<file path="config.mk">
export PLATFORM = sky130hd
export DESIGN_NAME = nec_exc_unit
export DESIGN_NICKNAME = d
export VERILOG_FILES = /design/src/shared/nec_pkg.sv /design/src/logic/nec_exc_unit.sv
export VERILOG_INCLUDE_DIRS = /design/src /design/src/shared
export SDC_FILE = /design/constraint.sdc
export NUM_CORES = 1
export LEC_CHECK = 0
export BUFFER_PORTS_ARGS = -buffer_cell sky130_fd_sc_hd__buf_2
export CAP_MARGIN = 0
export CELL_PAD_IN_SITES_DETAIL_PLACEMENT = 1
export CELL_PAD_IN_SITES_GLOBAL_PLACEMENT = 1
export CORE_AREA = 2 2 115 117
export CTS_CLUSTER_DIAMETER = 40
export DETAILED_ROUTE_END_ITERATION = 10
export DIE_AREA = 0 0 117 119
export GPL_TIMING_DRIVEN = 0
export HOLD_SLACK_MARGIN = 0.05
export PLACE_DENSITY_LB_ADDON = 0.1
export SLEW_MARGIN = 20
export SYNTH_ARGS = -nofsm -noshare
export SYNTH_HDL_FRONTEND = slang
export SYNTH_SLANG_ARGS = --single-unit
</file>
<file path="constraint.sdc">
create_clock -name core_clk -period 3.9 [get_ports core_clk]
set_input_delay 0.39 -clock core_clk [delete_from_list [all_inputs] [get_ports core_clk]]
set_output_delay 0.39 -clock core_clk [all_outputs]
set_load 0.05 [all_outputs]
</file>
<file path="src/shared/nec_defs.svh">
// Purpose: constants of the numeric exception and init unit
// Assumes: 16-bit control, status and tag words
// Notes:   field positions are bit indexes within those words, except NEC_CC_ONE, an index within C3..C0
//
// Functional notes
// - unmasked exception sets flag, summary, error line
// - only waiting escapes see error; nowait never
// - keep instruction and operand address per numeric escape
// - six exceptions in fixed precedence order
// - invalid: snan, unsupported, indeterminate, stack fault
// - denormal operand flagged; masked means normalize
// - zero divisor with finite nonzero dividend
// - overflow gives largest finite or infinity
// - masked underflow flagged only on accuracy loss
// - inexact rounds per mode, flagged, continues
// - reset or init loads control word 037F
// - infinity bit kept for readback only; affine always
// - init clears flags, top, busy bit
// - condition codes cleared on init, incomplete remainder
// - reset or init sets tag word FFFF
// - legacy irq enable/disable ops change nothing
// - tag writes cannot contradict register contents
// - load constant rounds; pseudo encodings unsupported
// - control bits five to zero mask exceptions
// - stack fault: bit one gives overflow direction
// - dedicated active-low error line to host
`ifndef NEC_DEFS_SVH
`define NEC_DEFS_SVH

`define NEC_CW_INIT   16'h037F
`define NEC_TW_INIT   16'hFFFF
`define NEC_CW_INF    12
`define NEC_CW_RC_HI  11
`define NEC_CW_RC_LO  10
`define NEC_SW_BUSY   15
`define NEC_SW_SUM    7
`define NEC_SW_STKF   6
`define NEC_EXC_INV   0
`define NEC_EXC_DE    1
`define NEC_EXC_ZE    2
`define NEC_EXC_OE    3
`define NEC_EXC_UE    4
`define NEC_EXC_PE    5
`define NEC_CC_ONE    1
`define NEC_TAG_EMPTY 2'h3

`endif

</file>
<file path="src/shared/nec_pkg.sv">
// Purpose: types of the numeric exception and init unit
// Assumes: 20-bit host addresses
// Notes:   command and report travel as packed structs
package nec_pkg;

  typedef enum logic [3:0] {
    NEC_OP_ARITH, NEC_OP_LOAD_CONST, NEC_OP_PREM, NEC_OP_NULL,
    NEC_OP_INIT_NOWAIT, NEC_OP_INIT_WAIT, NEC_OP_CLEX_NOWAIT,
    NEC_OP_STSW_NOWAIT, NEC_OP_STENV_NOWAIT, NEC_OP_SAVE_NOWAIT,
    NEC_OP_LEG_EN, NEC_OP_LEG_EN_NOWAIT, NEC_OP_LEG_DIS,
    NEC_OP_LEG_DIS_NOWAIT
  } nec_op_t;

  typedef enum logic [1:0] {NEC_FMT_REAL, NEC_FMT_INT, NEC_FMT_BCD}
    nec_fmt_t;

  typedef enum logic [3:0] {
    NEC_RSP_NONE, NEC_RSP_QNAN, NEC_RSP_INT_INDEF, NEC_RSP_BCD_INDEF,
    NEC_RSP_NORMALIZE, NEC_RSP_INF, NEC_RSP_LARGEST, NEC_RSP_DENORM_ZERO,
    NEC_RSP_ROUNDED
  } nec_rsp_t;

  typedef struct packed {
    logic        valid;
    nec_op_t     op;
    logic [19:0] instr_addr;
    logic [19:0] oper_addr;
    logic        has_mem;
  } nec_cmd_t;

  typedef struct packed {
    logic     valid;
    logic     snan;
    logic     unsup;
    logic     pseudo;
    logic     indet;
    logic     stk_ovf;
    logic     stk_unf;
    logic     denorm;
    logic     div_zero;
    logic     dvd_fin_nz;
    logic     ovf;
    logic     tiny;
    logic     acc_loss;
    logic     inexact;
    logic     sign;
    nec_fmt_t fmt;
  } nec_rpt_t;

endpackage

</file>
<file path="src/logic/nec_exc_unit.sv">
// Purpose: exception detect, report and init of a numeric coprocessor
// Assumes: datapath reports causes; host decodes escape class
// Notes:   all state frozen while clk_en is low
`timescale 1ns/1ps
`include "nec_defs.svh"

module nec_exc_unit (
  input  wire logic             core_clk,    // 10 MHz core clock
  input  wire logic             resetn,      // sync reset, low active
  input  wire logic             clk_en,      // freezes state when low
  input  wire nec_pkg::nec_cmd_t cmd_i,      // escape issued by host
  input  wire nec_pkg::nec_rpt_t rpt_i,      // datapath cause report
  input  wire logic             done_i,      // current op finished
  input  wire logic             cw_wr_i,     // load control word
  input  wire logic [15:0]      cw_wdata_i,  // control word value
  input  wire logic             tag_wr_i,    // load tag word
  input  wire logic [15:0]      tag_wdata_i, // tag word value
  input  wire logic [15:0]      tag_act_i,   // tags of real contents
  input  wire logic             top_wr_i,    // stack top update
  input  wire logic [2:0]       top_i,       // new stack top
  input  wire logic             cc_wr_i,     // condition code update
  input  wire logic [3:0]       cc_i,        // new C3..C0
  input  wire logic             prem_inc_i,  // remainder incomplete
  output logic [15:0]           cw_o,        // control word
  output logic [15:0]           sw_o,        // status word
  output logic [15:0]           tw_o,        // tag word
  output logic [19:0]           ip_o,        // faulting instr addr
  output logic [19:0]           dp_o,        // its operand addr
  output logic                  error_n_o,   // error line, low active
  output logic                  busy_o,      // busy to host
  output logic                  trap_chk_o,  // escape met error
  output nec_pkg::nec_rsp_t     rsp_o,       // masked default action
  output logic                  rsp_vld_o    // rsp_o valid pulse
);

  logic [15:0]       cw_q;
  logic [15:0]       cw_d;
  logic [15:0]       tw_q;
  logic [15:0]       tw_d;
  logic [5:0]        flag_q;
  logic [5:0]        flag_d;
  logic              stkf_q;
  logic              stkf_d;
  logic              sum_q;
  logic              sum_d;
  logic [3:0]        cc_q;
  logic [3:0]        cc_d;
  logic [2:0]        top_q;
  logic              busy_q;
  logic [19:0]       ip_q;
  logic [19:0]       dp_q;
  logic              err_n_q;
  logic              trap_q;
  nec_pkg::nec_rsp_t rsp_q;
  nec_pkg::nec_rsp_t rsp_d;
  logic              rsp_vld_q;

  // decoded strobes of the current cycle
  logic              init_c;
  logic              clex_c;
  logic              legacy_c;
  logic              numop_c;
  logic              chk_c;
  logic [5:0]        raw_c;
  logic [5:0]        set_c;
  logic              rpt_c;

  // waiting escapes that check the error line
  function automatic logic nec_checks(input nec_pkg::nec_op_t op);
    unique case (op)
      nec_pkg::NEC_OP_ARITH, nec_pkg::NEC_OP_LOAD_CONST,
      nec_pkg::NEC_OP_PREM, nec_pkg::NEC_OP_NULL,
      nec_pkg::NEC_OP_INIT_WAIT: nec_checks = 1'b1;
      default: nec_checks = 1'b0;
    endcase
  endfunction

  // legacy interrupt enable and disable, every form
  function automatic logic nec_legacy(input nec_pkg::nec_op_t op);
    nec_legacy = (op == nec_pkg::NEC_OP_LEG_EN) ||
                 (op == nec_pkg::NEC_OP_LEG_EN_NOWAIT) ||
                 (op == nec_pkg::NEC_OP_LEG_DIS) ||
                 (op == nec_pkg::NEC_OP_LEG_DIS_NOWAIT);
  endfunction

  // an escape with an operand that may raise an exception
  function automatic logic nec_numeric(input nec_pkg::nec_op_t op);
    nec_numeric = (op == nec_pkg::NEC_OP_ARITH) ||
                  (op == nec_pkg::NEC_OP_LOAD_CONST) ||
                  (op == nec_pkg::NEC_OP_PREM);
  endfunction

  // command decode
  always_comb begin
    init_c   = cmd_i.valid &&
               ((cmd_i.op == nec_pkg::NEC_OP_INIT_NOWAIT) ||
                (cmd_i.op == nec_pkg::NEC_OP_INIT_WAIT));
    clex_c   = cmd_i.valid && (cmd_i.op == nec_pkg::NEC_OP_CLEX_NOWAIT);
    legacy_c = cmd_i.valid && nec_legacy(cmd_i.op);
    numop_c  = cmd_i.valid && nec_numeric(cmd_i.op);
    chk_c    = cmd_i.valid && nec_checks(cmd_i.op);
    rpt_c    = rpt_i.valid;
  end

  // raw causes, before precedence
  always_comb begin
    raw_c = '0;
    raw_c[`NEC_EXC_INV] = rpt_i.snan | rpt_i.unsup | rpt_i.pseudo |
                         rpt_i.indet | rpt_i.stk_ovf |
                         rpt_i.stk_unf;
    raw_c[`NEC_EXC_DE] = rpt_i.denorm;
    raw_c[`NEC_EXC_ZE] = rpt_i.div_zero & rpt_i.dvd_fin_nz;
    raw_c[`NEC_EXC_OE] = rpt_i.ovf;
    // masked underflow only counts with loss of accuracy
    raw_c[`NEC_EXC_UE] = rpt_i.tiny &
                         (~cw_q[`NEC_EXC_UE] | rpt_i.acc_loss);
    raw_c[`NEC_EXC_PE] = rpt_i.inexact;
  end

  // precedence: pre-op faults stop the op, later ones accumulate
  always_comb begin
    set_c = '0;
    if (raw_c[`NEC_EXC_INV]) begin
      set_c[`NEC_EXC_INV] = 1'b1;
    end else if (raw_c[`NEC_EXC_DE] && !cw_q[`NEC_EXC_DE]) begin
      set_c[`NEC_EXC_DE] = 1'b1;
    end else if (raw_c[`NEC_EXC_ZE]) begin
      set_c[`NEC_EXC_ZE] = 1'b1;
      set_c[`NEC_EXC_DE] = raw_c[`NEC_EXC_DE];
    end else begin
      set_c = raw_c & 6'h3A;
    end
    if (!rpt_c) begin
      set_c = '0;
    end
  end

  // masked default response, highest precedence first
  always_comb begin
    rsp_d = nec_pkg::NEC_RSP_NONE;
    if (set_c[`NEC_EXC_INV]) begin
      if (cw_q[`NEC_EXC_INV]) begin
        unique case (rpt_i.fmt)
          nec_pkg::NEC_FMT_INT: rsp_d = nec_pkg::NEC_RSP_INT_INDEF;
          nec_pkg::NEC_FMT_BCD: rsp_d = nec_pkg::NEC_RSP_BCD_INDEF;
          default:              rsp_d = nec_pkg::NEC_RSP_QNAN;
        endcase
      end
    end else if (set_c[`NEC_EXC_DE] && !cw_q[`NEC_EXC_DE]) begin
      rsp_d = nec_pkg::NEC_RSP_NONE;
    end else if (set_c[`NEC_EXC_ZE]) begin
      if (cw_q[`NEC_EXC_ZE]) rsp_d = nec_pkg::NEC_RSP_INF;
    end else if (set_c[`NEC_EXC_OE]) begin
      if (cw_q[`NEC_EXC_OE]) begin
        // directed rounding away from the overflow stays finite
        unique case (cw_q[`NEC_CW_RC_HI:`NEC_CW_RC_LO])
          2'h0: rsp_d = nec_pkg::NEC_RSP_INF;
          2'h1: rsp_d = rpt_i.sign ? nec_pkg::NEC_RSP_INF
                                   : nec_pkg::NEC_RSP_LARGEST;
          2'h2: rsp_d = rpt_i.sign ? nec_pkg::NEC_RSP_LARGEST
                                   : nec_pkg::NEC_RSP_INF;
          2'h3:    rsp_d = nec_pkg::NEC_RSP_LARGEST;
        endcase
      end
    end else if (rpt_i.tiny && cw_q[`NEC_EXC_UE]) begin
      rsp_d = nec_pkg::NEC_RSP_DENORM_ZERO;
    end else if (set_c[`NEC_EXC_PE]) begin
      if (cw_q[`NEC_EXC_PE]) rsp_d = nec_pkg::NEC_RSP_ROUNDED;
    end else if (set_c[`NEC_EXC_DE]) begin
      rsp_d = nec_pkg::NEC_RSP_NORMALIZE;
    end
  end

  // exception flags: a new cause wins over a same-cycle clear
  always_comb begin
    flag_d = flag_q;
    stkf_d = stkf_q;
    if (init_c || clex_c) begin
      flag_d = 6'h00;
      stkf_d = 1'b0;
    end
    flag_d = flag_d | set_c;
    if (rpt_c && (rpt_i.stk_ovf || rpt_i.stk_unf)) begin
      stkf_d = 1'b1;
    end
  end

  // control word next value
  always_comb begin
    cw_d = cw_q;
    if (init_c) begin
      cw_d = `NEC_CW_INIT;
    end else if (cw_wr_i) begin
      cw_d = cw_wdata_i;
    end
  end

  // summary: any flag whose mask bit is clear
  always_comb begin
    sum_d = |(flag_d & ~cw_d[5:0]);
  end

  // condition codes with stack fault direction
  always_comb begin
    cc_d = cc_q;
    if (cc_wr_i) begin
      cc_d = cc_i;
    end
    if (rpt_c && (rpt_i.stk_ovf || rpt_i.stk_unf)) begin
      cc_d[`NEC_CC_ONE] = rpt_i.stk_ovf;
    end
    if (init_c || prem_inc_i) begin
      cc_d = 4'h0;
    end
  end

  // tag word: each entry may only be emptied or match contents
  genvar gi;
  generate
    for (gi = 0; gi < 8; gi++) begin : g_tag
      always_comb begin
        tw_d[2*gi+1:2*gi] = tw_q[2*gi+1:2*gi];
        if (init_c) begin
          tw_d[2*gi+1:2*gi] = `NEC_TAG_EMPTY;
        end else if (tag_wr_i) begin
          tw_d[2*gi+1:2*gi] =
            (tag_wdata_i[2*gi+1:2*gi] == `NEC_TAG_EMPTY) ?
            `NEC_TAG_EMPTY : tag_act_i[2*gi+1:2*gi];
        end
      end
    end
  endgenerate

  // control and tag words
  always_ff @(posedge core_clk) begin
    if (!resetn) begin
      cw_q <= `NEC_CW_INIT;
      tw_q <= `NEC_TW_INIT;
    end else if (clk_en) begin
      cw_q <= cw_d;
      tw_q <= tw_d;
    end
  end

  // status word fields
  always_ff @(posedge core_clk) begin
    if (!resetn) begin
      flag_q <= 6'h00;
      stkf_q <= 1'b0;
      sum_q  <= 1'b0;
      cc_q   <= 4'h0;
    end else if (clk_en) begin
      flag_q <= flag_d;
      stkf_q <= stkf_d;
      sum_q  <= sum_d;
      cc_q   <= cc_d;
    end
  end

  // stack top pointer; init puts first push at register seven
  always_ff @(posedge core_clk) begin
    if (!resetn) begin
      top_q <= 3'h0;
    end else if (clk_en) begin
      if (init_c) begin
        top_q <= 3'h0;
      end else if (top_wr_i) begin
        top_q <= top_i;
      end
    end
  end

  // busy: raised per numeric escape, dropped on completion or init
  always_ff @(posedge core_clk) begin
    if (!resetn) begin
      busy_q <= 1'b0;
    end else if (clk_en) begin
      if (init_c) begin
        busy_q <= 1'b0;
      end else if (numop_c) begin
        busy_q <= 1'b1;
      end else if (done_i) begin
        busy_q <= 1'b0;
      end
    end
  end

  // pointers kept so a handler can find the faulting escape
  always_ff @(posedge core_clk) begin
    if (!resetn) begin
      ip_q <= 20'h00000;
      dp_q <= 20'h00000;
    end else if (clk_en && numop_c) begin
      ip_q <= cmd_i.instr_addr;
      if (cmd_i.has_mem) begin
        dp_q <= cmd_i.oper_addr;
      end
    end
  end

  // error line, dedicated and low active
  always_ff @(posedge core_clk) begin
    if (!resetn) begin
      err_n_q <= 1'b1;
    end else if (clk_en) begin
      err_n_q <= ~sum_d;
    end
  end

  // escape that samples a pending error; host takes its trap
  always_ff @(posedge core_clk) begin
    if (!resetn) begin
      trap_q <= 1'b0;
    end else if (clk_en) begin
      trap_q <= chk_c && !legacy_c && !err_n_q;
    end
  end

  // masked response handed to the datapath
  always_ff @(posedge core_clk) begin
    if (!resetn) begin
      rsp_q     <= nec_pkg::NEC_RSP_NONE;
      rsp_vld_q <= 1'b0;
    end else if (clk_en) begin
      rsp_q     <= rpt_c ? rsp_d : nec_pkg::NEC_RSP_NONE;
      rsp_vld_q <= rpt_c;
    end
  end

  // infinity bit is kept for readback only; arithmetic is affine
  assign cw_o       = cw_q;
  assign sw_o       = {busy_q, cc_q[3], top_q, cc_q[2:0], sum_q, stkf_q,
                       flag_q};
  assign tw_o       = tw_q;
  assign ip_o       = ip_q;
  assign dp_o       = dp_q;
  assign error_n_o  = err_n_q;
  assign busy_o     = busy_q;
  assign trap_chk_o = trap_q;
  assign rsp_o      = rsp_q;
  assign rsp_vld_o  = rsp_vld_q;

endmodule

</file>
==> results of run 1 <==
-- cell type report --
| cell class | count | area [sq um] | share of cell area |
|---|---|---|---|
| inverters | 12 | 45.0 | 0.00786 |
| clock inverters | 5 | 56.3 | 0.00983 |
| well taps | 176 | 220 | 0.0384 |
| plain buffers | 34 | 148 | 0.0258 |
| multi-input cells | 365 | 2000 | 0.349 |
| flip-flops and latches | 95 | 1900 | 0.332 |
| clock buffers | 11 | 253 | 0.0441 |
| repair buffers | 220 | 1100 | 0.192 |
| diodes | 1 | 2.50 | 0.000437 |
-- power groups by stage --
stage | Sequential (uW) | Combinational (uW) | Clock (uW)
finish | 1020 | 357 | 918
floorplan | 1130 | 123 | 0
detailed placement | 1040 | 359 | 0
global placement | 1040 | 351 | 0
global route | 1020 | 388 | 986
CTS | 1020 | 361 | 942
-- state kept, by name (all words and copies together), names as in the netlist, 3 cells and up --
name	flops
dp_o	20
ip_o	20
cw_o	16
tw_o	16
flag_q	6
cc_q	4
rsp_o	4
top_q	3
-- through the flow --
stage,setup WS [ps],instance area [sq um]
CTS,2180,5730
global placement,1860,5420
global route,1980,5730
finish,2160,5730
floorplan,2150,4100
detailed placement,1830,5420
-- how the worst min path moves through the flow --
| stage | from | to | slack, ps | cells after the start |
|---|---|---|---|---|
| 2_1_floorplan | sum_q | sum_q | 460 | 1 |
| 3_3_place_gp | dp_o[4] | dp_o[4] | 440 | 2 |
| 3_5_place_dp | dp_o[19] | dp_o[19] | 450 | 2 |
| 4_1_cts | cw_wdata_i[6] | cw_o[6] | 250 | 3 |
| 5_1_grt | cw_wdata_i[6] | cw_o[6] | 270 | 3 |
| 6_report | cw_wdata_i[8] | cw_o[8] | 270 | 3 |
-- cell usage in the layout (no fill, tap or decap), drive strengths merged, types with 2 or more instances in the layout --
| cell | netlist | routed |
|---|---|---|
| a21boi | 42 | 42 |
| o211a | 4 | 4 |
| nor3 | 22 | 22 |
| o22ai | 8 | 8 |
| a32oi | 2 | 2 |
| nand2b | 3 | 3 |
| dfxtp | 95 | 95 |
| a211oi | 2 | 2 |
| o21ai | 33 | 33 |
| nand2 | 130 | 130 |
| clkbuf | 24 | 35 |
| a21oi | 10 | 10 |
| clkinv | 0 | 3 |
| buf | 10 | 230 |
| and2 | 4 | 4 |
| and3 | 2 | 2 |
| nand3 | 7 | 7 |
| nor2b | 24 | 24 |
| nor2 | 28 | 28 |
| mux2i | 3 | 3 |
| a22oi | 18 | 18 |
| o2bb2ai | 3 | 3 |
| or2 | 3 | 3 |
| inv | 12 | 12 |
| nand4 | 5 | 5 |
-- worst max-delay path: stages --
cell	delay (ps)
buf_2	100
nand3b_1	180
a21oi_1	530
o21ai_0	210
a32oi_1	250
nand4_1	180
o211a_1	150
-- kinds of logic after synthesis --
group	share of synthesized area
and+or+nand+nor	0.260
AOI/OAI and AO/OA	0.216
DFF	0.464
buffers and inverters	0.0470
muxes	0.0101
adders and majority gates	0.00305
-- layer usage --
layer / wire length (um) / part of all wire / vias to the layer above / global-route usage
met3: 939 / 0.063 / 18 / 0.0417
met2: 7350 / 0.50 / 144 / 0.379
li1: - / - / 2187 / -
met5: 0 / 0 / - / 0
met4: 284 / 0.019 / 0 / 0.0765
met1: 6240 / 0.42 / 2078 / 0.253
==> results.tsv, run 1 <==
stage	metric	value	unit
critical_path	FF-to-FF path depth	6	
sta	final setup vio count	0	
floorplan	initial core utilization	0.318	
synthesis	Top FF cell, synth	dfxtp_1	
clock_tree	clock tree buffer depth	2	
clock_tree	# hold bufs at CTS	0	
pwr	combinational share of power	0.156	
critical_path	CP Launch Type	primary input	
critical_path	start point of the critical path	cmd_i[44]	
clock_tree	Sink Count	95	
placed_design	IO buf count	220	
sta	period utilisation layout	0.446	
layout	Nets	865	
layout	Filler Cells Inserted	1639	
sta	post-route setup TNS	0	ps
run	number of max-capacitance violations reported	0	
drt	wire per inst	16.1	um
clock_tree	Clk Latency, worst-skew pair	350	ps
critical_path	CP Class	primary input to register	
critical_path	Crit path required time	4140	ps
synthesis	Synth cell types	49	
drt	total wire length	14.8	mm
drt	vias	4427	
critical_path	Worst R2R End	sum_q	
sta	Max Fclk	575	MHz
pwr	sequential share of power	0.444	
critical_path	R2R Setup Slk	2180	ps
placed_design	Final Wtd Congestion	0.791	
pwr	part of the power in the clock network	0.400	
pwr	Sw Ratio	0.279	
critical_path	arrival time at the worst endpoint	1980	ps
sta	RSZ-0062 raised after global routing	no	
synthesis	most common cell in the netlist	nand2_1	
drt	DRT antenna net count	0	
synthesis	Post-synth EDFFs	0	
clock_tree	CTS tree	done	
worst_hold_path	Hold WC Path Type	primary input to register	
grt	grt total ovfl	0	
sta	final hold vios	0	
grt	first-pass GRT wire length	23.2	mm
sta	Max-Slew Margin vs Limit	0.571	
synthesis	yosys warns	0	
pwr	total power	2290	uW
synthesis	Synthesized Nets	634	
layout	Area Overhead vs Synth	39.9	%
pwr	Sw Pwr	641	uW
pwr	VDD IR max	0.000262	V
clock_tree	Clk Tree Root Cell	clkbuf_16	
sta	worst hold slack	265	ps
synthesis	register area share after synthesis	0.464	
clock_tree	setup bufs post-CTS	0	
grt	number of global-route vias before repair	4665	
synthesis	synth cell count leaders	nand2_1, dfxtp_1, nor2_1, clkbuf_1, nor2b_1	
sta	measured slew at the worst slew-check pin	643	ps
placed_design	dpl cells	902	
floorplan	Core Footprint	0.0129	sq mm
grt	initial antenna violation count	1	
clock_tree	post-CTS resize count	0	
sta	Tmin final	1740	ps
synthesis	top-area cell type share of the netlist area	0.464	
clock_tree	CTS Buf Count	9	
drt	DR pass1 iterations	6	
synthesis	synthesized area	0.00410	sq mm
floorplan	die height	119	um
placed_design	detailed placement HPWL	11.7	mm
drt	DRT iter0 DRCs	166	
clock_tree	CTS clk-pin slew, worst paths	60	ps
pwr	Leak	0.00257	uW
synthesis	async set or reset register ratio after synthesis	0	
synthesis	average size of a mapped cell	8.10	sq um
synthesis	cell taking the most area after synthesis	dfxtp_1	
floorplan	Ports	223	
drt	DR vias/cell	4.82	
floorplan	die area	0.0139	sq mm
drt	drt drc	0	
layout	layout cell share with drive strength beyond 1	0.352	
synthesis	synthesis-stage register bit count	95	
critical_path	Crit. End Element	register	
synthesis	cell count after synthesis	506	
pwr	design internal power	1650	uW
clock_tree	H-tree lvl count	3	
run_status	status	finished, final reports clean	
pwr	Power Density	400	mW/mm^2
floorplan	Cell Rows	42	
critical_path	Worst Setup EP	sum_q	
critical_path	CP Max Fanout	6	
sta	Max Slew Vio Count	0	
critical_path	worst reg2reg startpoint	cw_o[1]	
grt	largest net degree at the start of global routing	16	
layout	Core Util, Final	0.445	
floorplan	Die Width	117	um
sta	Layout Skew	3.52	ps
synthesis	leading post-synthesis cells by cell area	dfxtp_1, nand2_1, a21boi_0, a21boi_1, nor2b_1	
layout	Non-Filler Instances	919	
grt	gr usage total	0.214	
(Power assumes the default switching activity.)
==> run 2, diff against run 1 <==
Settings changed: CORE_AREA 2 2 115 117 to 2 2 124 126, DIE_AREA 0 0 117 119 to 0 0 126 128.
Clock period 3.9 ns to 1.5 ns, I/O delays scaled along.
==> results.tsv, run 2 (synthesis results as in run 1) <==
stage	metric	value	unit	change
clock_tree	CTS Buf Count	9		unchanged
floorplan	Ports	223		unchanged
pwr	total power	5890	uW	+160%
grt	gr usage total	0.191		-0.0232
layout	Area Overhead vs Synth	48.1	%	
clock_tree	Clk Latency, worst-skew pair	340	ps	about the same
placed_design	Final Wtd Congestion	0.822		+4.0%
floorplan	initial core utilization	0.276		-0.0426
critical_path	Crit path required time	1740	ps	-2400 ps
grt	initial antenna violation count	1		unchanged
layout	Core Util, Final	0.408		-0.0367
critical_path	arrival time at the worst endpoint	1720	ps	-260 ps
placed_design	IO buf count	220		unchanged
worst_hold_path	Hold WC Path Type	primary input to register		
drt	DRT antenna net count	0		unchanged
pwr	Sw Ratio	0.288		+0.00836
sta	Max-Slew Margin vs Limit	0.608		+0.0370
sta	Max Fclk	674	MHz	
placed_design	detailed placement HPWL	11.9	mm	+1.9%
clock_tree	Sink Count	95		unchanged
clock_tree	CTS tree	done		
grt	largest net degree at the start of global routing	16		unchanged
layout	Non-Filler Instances	962		+4.7%
sta	Tmin final	1480	ps	
sta	Max Slew Vio Count	0		unchanged
critical_path	CP Class	register to register		
pwr	design internal power	4200	uW	+150%
drt	DR pass1 iterations	4		-2
pwr	Power Density	971	mW/mm^2	+140%
critical_path	R2R Setup Slk	20	ps	-2160 ps
layout	most common cell after layout, fill and taps aside	buf_2		
layout	Nets	897		+3.7%
pwr	sequential share of power	0.449		+0.005
drt	DRT iter0 DRCs	120		-28%
critical_path	CP Launch Type	register		
floorplan	Die Width	126	um	+7.7%
pwr	part of the power in the clock network	0.382		-0.018
clock_tree	Clk Tree Root Cell	clkbuf_16		
grt	grt total ovfl	0		unchanged
pwr	Sw Pwr	1700	uW	+160%
layout	antenna cells	0		-1
sta	RSZ-0062 raised after global routing	yes		
placed_design	dpl cells	914		+1.3%
critical_path	Crit. End Element	register		
sta	measured slew at the worst slew-check pin	584	ps	-59.5 ps
floorplan	die area	0.0161	sq mm	+16%
drt	wire per inst	16.2	um	+0.66%
grt	first-pass GRT wire length	24.4	mm	+5.1%
drt	drt drc	0		unchanged
clock_tree	clock tree buffer depth	2		unchanged
floorplan	Cell Rows	45		+7.1%
run_status	status	finished, final reports clean		
sta	Layout Skew	3.10	ps	-0.422 ps
sta	period utilisation layout	0.989		
critical_path	CP Max Fanout	7		+1
grt	number of global-route vias before repair	4835		+3.6%
floorplan	Core Footprint	0.0149	sq mm	+15%
layout	layout cell share with drive strength beyond 1	0.353		+0.000961
clock_tree	CTS clk-pin slew, worst paths	70	ps	about the same
floorplan	die height	128	um	+7.6%
pwr	combinational share of power	0.170		+0.014
run	number of max-capacitance violations reported	0		unchanged
pwr	Leak	0.00269	uW	+5.0%
sta	worst hold slack	60.3	ps	-205 ps
sta	final hold vios	0		unchanged
drt	total wire length	15.6	mm	+5.4%
sta	final setup vio count	0		unchanged
drt	vias	4568		+3.2%
layout	Filler Cells Inserted	1865		+14%
pwr	VDD IR max	0.000628	V	+140%
layout	most frequent cells in the layout	buf_2, nand2_1, dfxtp_1		
clock_tree	H-tree lvl count	3		unchanged
drt	DR vias/cell	4.75		-1.4%
==> run 2: changes by cell type in the layout (fill, tap and decap cells not counted), moves of 2 or more <==
| cell | delta |
|---|---|
| dfxtp_1 | -2 |
| clkbuf_8 | -2 |
| clkbuf_2 | +2 |
| dlygate4sd3_1 | +28 |
| buf_4 | +6 |
==> run 2: area by class of cell <==
class / instances / area, sq um / share of cell area
flip-flops and latches: 95 / 1910 / 0.314
inverters: 12 / 45.0 / 0.00742
plain buffers: 33 / 149 / 0.0245
multi-input cells: 365 / 2030 / 0.334
clock inverters: 4 / 28.8 / 0.00474
clock buffers: 12 / 258 / 0.0425
well taps: 188 / 235 / 0.0388
repair buffers: 253 / 1420 / 0.234
==> run 2: worst paths after layout <==
path | cells past startpoint | endpoint | startpoint
max | 6 | sum_q | cw_o[1]
min | 3 | ip_o[6] | cmd_i[27]
max reg2reg | 6 | sum_q | cw_o[1]
min reg2reg | 2 | dp_o[1] | dp_o[1]
==> run 2: power groups by stage <==
stage	clock network (uW)	logic (uW)	registers (uW)
final	2250	1000	2640
after detailed placement	0	938	2700
after CTS	2330	1000	2650
after global routing	2430	1090	2650
after global placement	0	920	2700
after floorplan	0	321	2940
==> run 2: through the flow <==
step,cell area (sq um),setup WS (ps),TNS [ps]
after CTS,6040,1.23,0
final,6070,16.8,0
after global placement,5440,-314,-11320
after floorplan,4100,26.9,0
after detailed placement,5440,-381,-14110
after global routing,6070,-41.6,-41.6
==> run 2: critical path: stages, from the launching register on <==
cell     delay (ps)
dfxtp_4         350
or2b_4          270
nand3_4         130
o22ai_2         100
a22oi_1         200
nand4_1         180
o211a_1         140
==> run 2: routing by layer <==
layer | vias to the layer above | global-route usage | part of all wire
met3 | 23 | 0.0405 | 0.053
met5 | - | 0 | 0
met2 | 148 | 0.330 | 0.49
met4 | 0 | 0.0750 | 0.023
met1 | 2149 | 0.232 | 0.44
li1 | 2248 | - | -
==> run 2: repair_timing <==
item	CTS	global route
resized for setup	4	6
pin swaps	3	0
buffers inserted	3	2
hold buffers	28	0
hold endpoints to repair	28	0
setup endpoints to repair	6	22
==> run 3, diff against run 2 <==
Settings changed: CORE_AREA 2 2 124 126 to 5 5 127 129, DIE_AREA 0 0 126 128 to 0 0 132 134.
==> results.tsv, run 3 (synthesis results as in run 1) <==
stage	metric	value	unit	change
drt	vias	4519		-1.1%
pwr	VDD IR max	0.000473	V	-25%
sta	Max Slew Vio Count	0		unchanged
pwr	Leak	0.00270	uW	+0.12%
floorplan	die area	0.0177	sq mm	+9.7%
drt	DRT iter0 DRCs	132		+10%
placed_design	Final Wtd Congestion	0.864		+5.1%
layout	layout cell share with drive strength beyond 1	0.351		-0.00213
layout	Nets	896		-0.11%
drt	DR vias/cell	4.69		-1.2%
grt	gr usage total	0.181		-0.00919
clock_tree	clock tree buffer depth	2		unchanged
floorplan	initial core utilization	0.275		-0.00104
clock_tree	Sink Count	95		unchanged
grt	largest net degree at the start of global routing	17		+1
sta	Max-Slew Margin vs Limit	0.575		-0.0337
worst_hold_path	Hold WC Path Type	primary input to register		
grt	initial antenna violation count	3		+2
floorplan	Core Footprint	0.0149	sq mm	+0.38%
floorplan	Die Width	132	um	+4.8%
critical_path	CP Class	register to register		
clock_tree	CTS Buf Count	9		unchanged
drt	drt drc	0		unchanged
critical_path	arrival time at the worst endpoint	1710	ps	about the same
sta	Max Fclk	681	MHz	+0.99%
sta	measured slew at the worst slew-check pin	638	ps	+54.4 ps
drt	total wire length	16.3	mm	+4.6%
placed_design	placed cell area	0.00544	sq mm	unchanged
critical_path	Crit path required time	1740	ps	about the same
run_status	status	finished, final reports clean		
sta	final setup vio count	0		unchanged
sta	period utilisation layout	0.979		-0.00969
sta	Worst Slack Setup Final	31.3	ps	+14.5 ps
clock_tree	CTS tree	done		
grt	grt total ovfl	0		unchanged
drt	DR pass1 iterations	4		unchanged
drt	wire per inst	17.0	um	+4.5%
sta	worst hold slack	60.2	ps	-0.118 ps
pwr	Power Density	993	mW/mm^2	+2.3%
layout	most frequent cells in the layout	buf_2, nand2_1, dfxtp_1		
run	number of max-capacitance violations reported	0		unchanged
floorplan	Ports	223		unchanged
grt	first-pass GRT wire length	25.9	mm	+6.4%
critical_path	Crit. End Element	register		
layout	final instance area	0.00607	sq mm	+0.10%
layout	most common cell after layout, fill and taps aside	buf_2		
floorplan	die height	134	um	+4.7%
layout	Area Overhead vs Synth	48.3	%	
sta	final hold vios	0		unchanged
critical_path	CP Launch Type	register		
drt	DRT antenna net count	0		unchanged
sta	Tmin final	1470	ps	-14.5 ps
sta	Layout Skew	4.23	ps	+1.13 ps
clock_tree	Clk Latency, worst-skew pair	340	ps	about the same
clock_tree	H-tree lvl count	3		unchanged
floorplan	Cell Rows	45		unchanged
placed_design	IO buf count	220		unchanged
grt	number of global-route vias before repair	4904		+1.4%
placed_design	pre-CTS WS	-376	ps	+5.73 ps
placed_design	detailed placement HPWL	12.8	mm	+7.4%
clock_tree	CTS clk-pin slew, worst paths	70	ps	about the same
clock_tree	Clk Tree Root Cell	clkbuf_16		
sta	RSZ-0062 raised after global routing	yes		
critical_path	CP Max Fanout	4		-3
[run 3: per-layer routing]
| layer | GRT usage | share of wire |
|---|---|---|
| met1 | 0.223 | 0.44 |
| met2 | 0.310 | 0.49 |
| met3 | 0.0405 | 0.054 |
| met4 | 0.0691 | 0.022 |
| met5 | 0 | 0.0012 |
[run 3: worst paths after layout]
path	cells past startpoint	startpoint	slack, ps	end
max	6	cw_o[1]	30	sum_q
min	3	tag_act_i[9]	60	tw_o[9]
min reg2reg	2	dp_o[8]	460	dp_o[8]
max reg2reg	6	cw_o[1]	30	sum_q
[run 3: stage by stage]
step | util | TNS [ps] | total power [uW] | std cells
3_3_place_gp | 0.364 | -11360 | 3620 | 914
3_5_place_dp | 0.364 | -14490 | 3650 | 914
2_1_floorplan | - | 0 | 3260 | 506
5_1_grt | 0.407 | -76.4 | 6300 | 963
4_1_cts | 0.405 | -4.32 | 6110 | 959
6_report | 0.407 | 0 | 6030 | 963
[run 3: cell type report]
class,count,area (sq um)
Antenna cell,2,5.00
Buffer,33,153
Clock buffer,10,239
Clock inverter,6,67.6
Fill cell,1850,8850
Inverter,12,45.0
Multi-Input combinational cell,365,2010
Sequential cell,95,1910
Tap cell,188,235
Timing Repair Buffer,252,1410
[run 3: timing repair]
action                                  CTS  global route
hold buffers                             28             0
endpoints found under the hold margin    28             0
endpoints found under the setup margin    4            23
pin swaps                                 3             0
setup buffers                             1             3
gates resized for setup                   2             8
[run 3: critical path, cell delays in order, from the launching register on]
cell and delay [ps]:
dfxtp_4 360, or2b_4 270, nand4_1 160, o22ai_1 110
a32oi_1 180, nand4_1 140, o211a_1 130
[run 3: power by group]
part | internal (uW) | switching [uW] | total, uW
registers | 2600 | 47.7 | 2640
clock network | 1350 | 1040 | 2390
logic | 372 | 631 | 1000
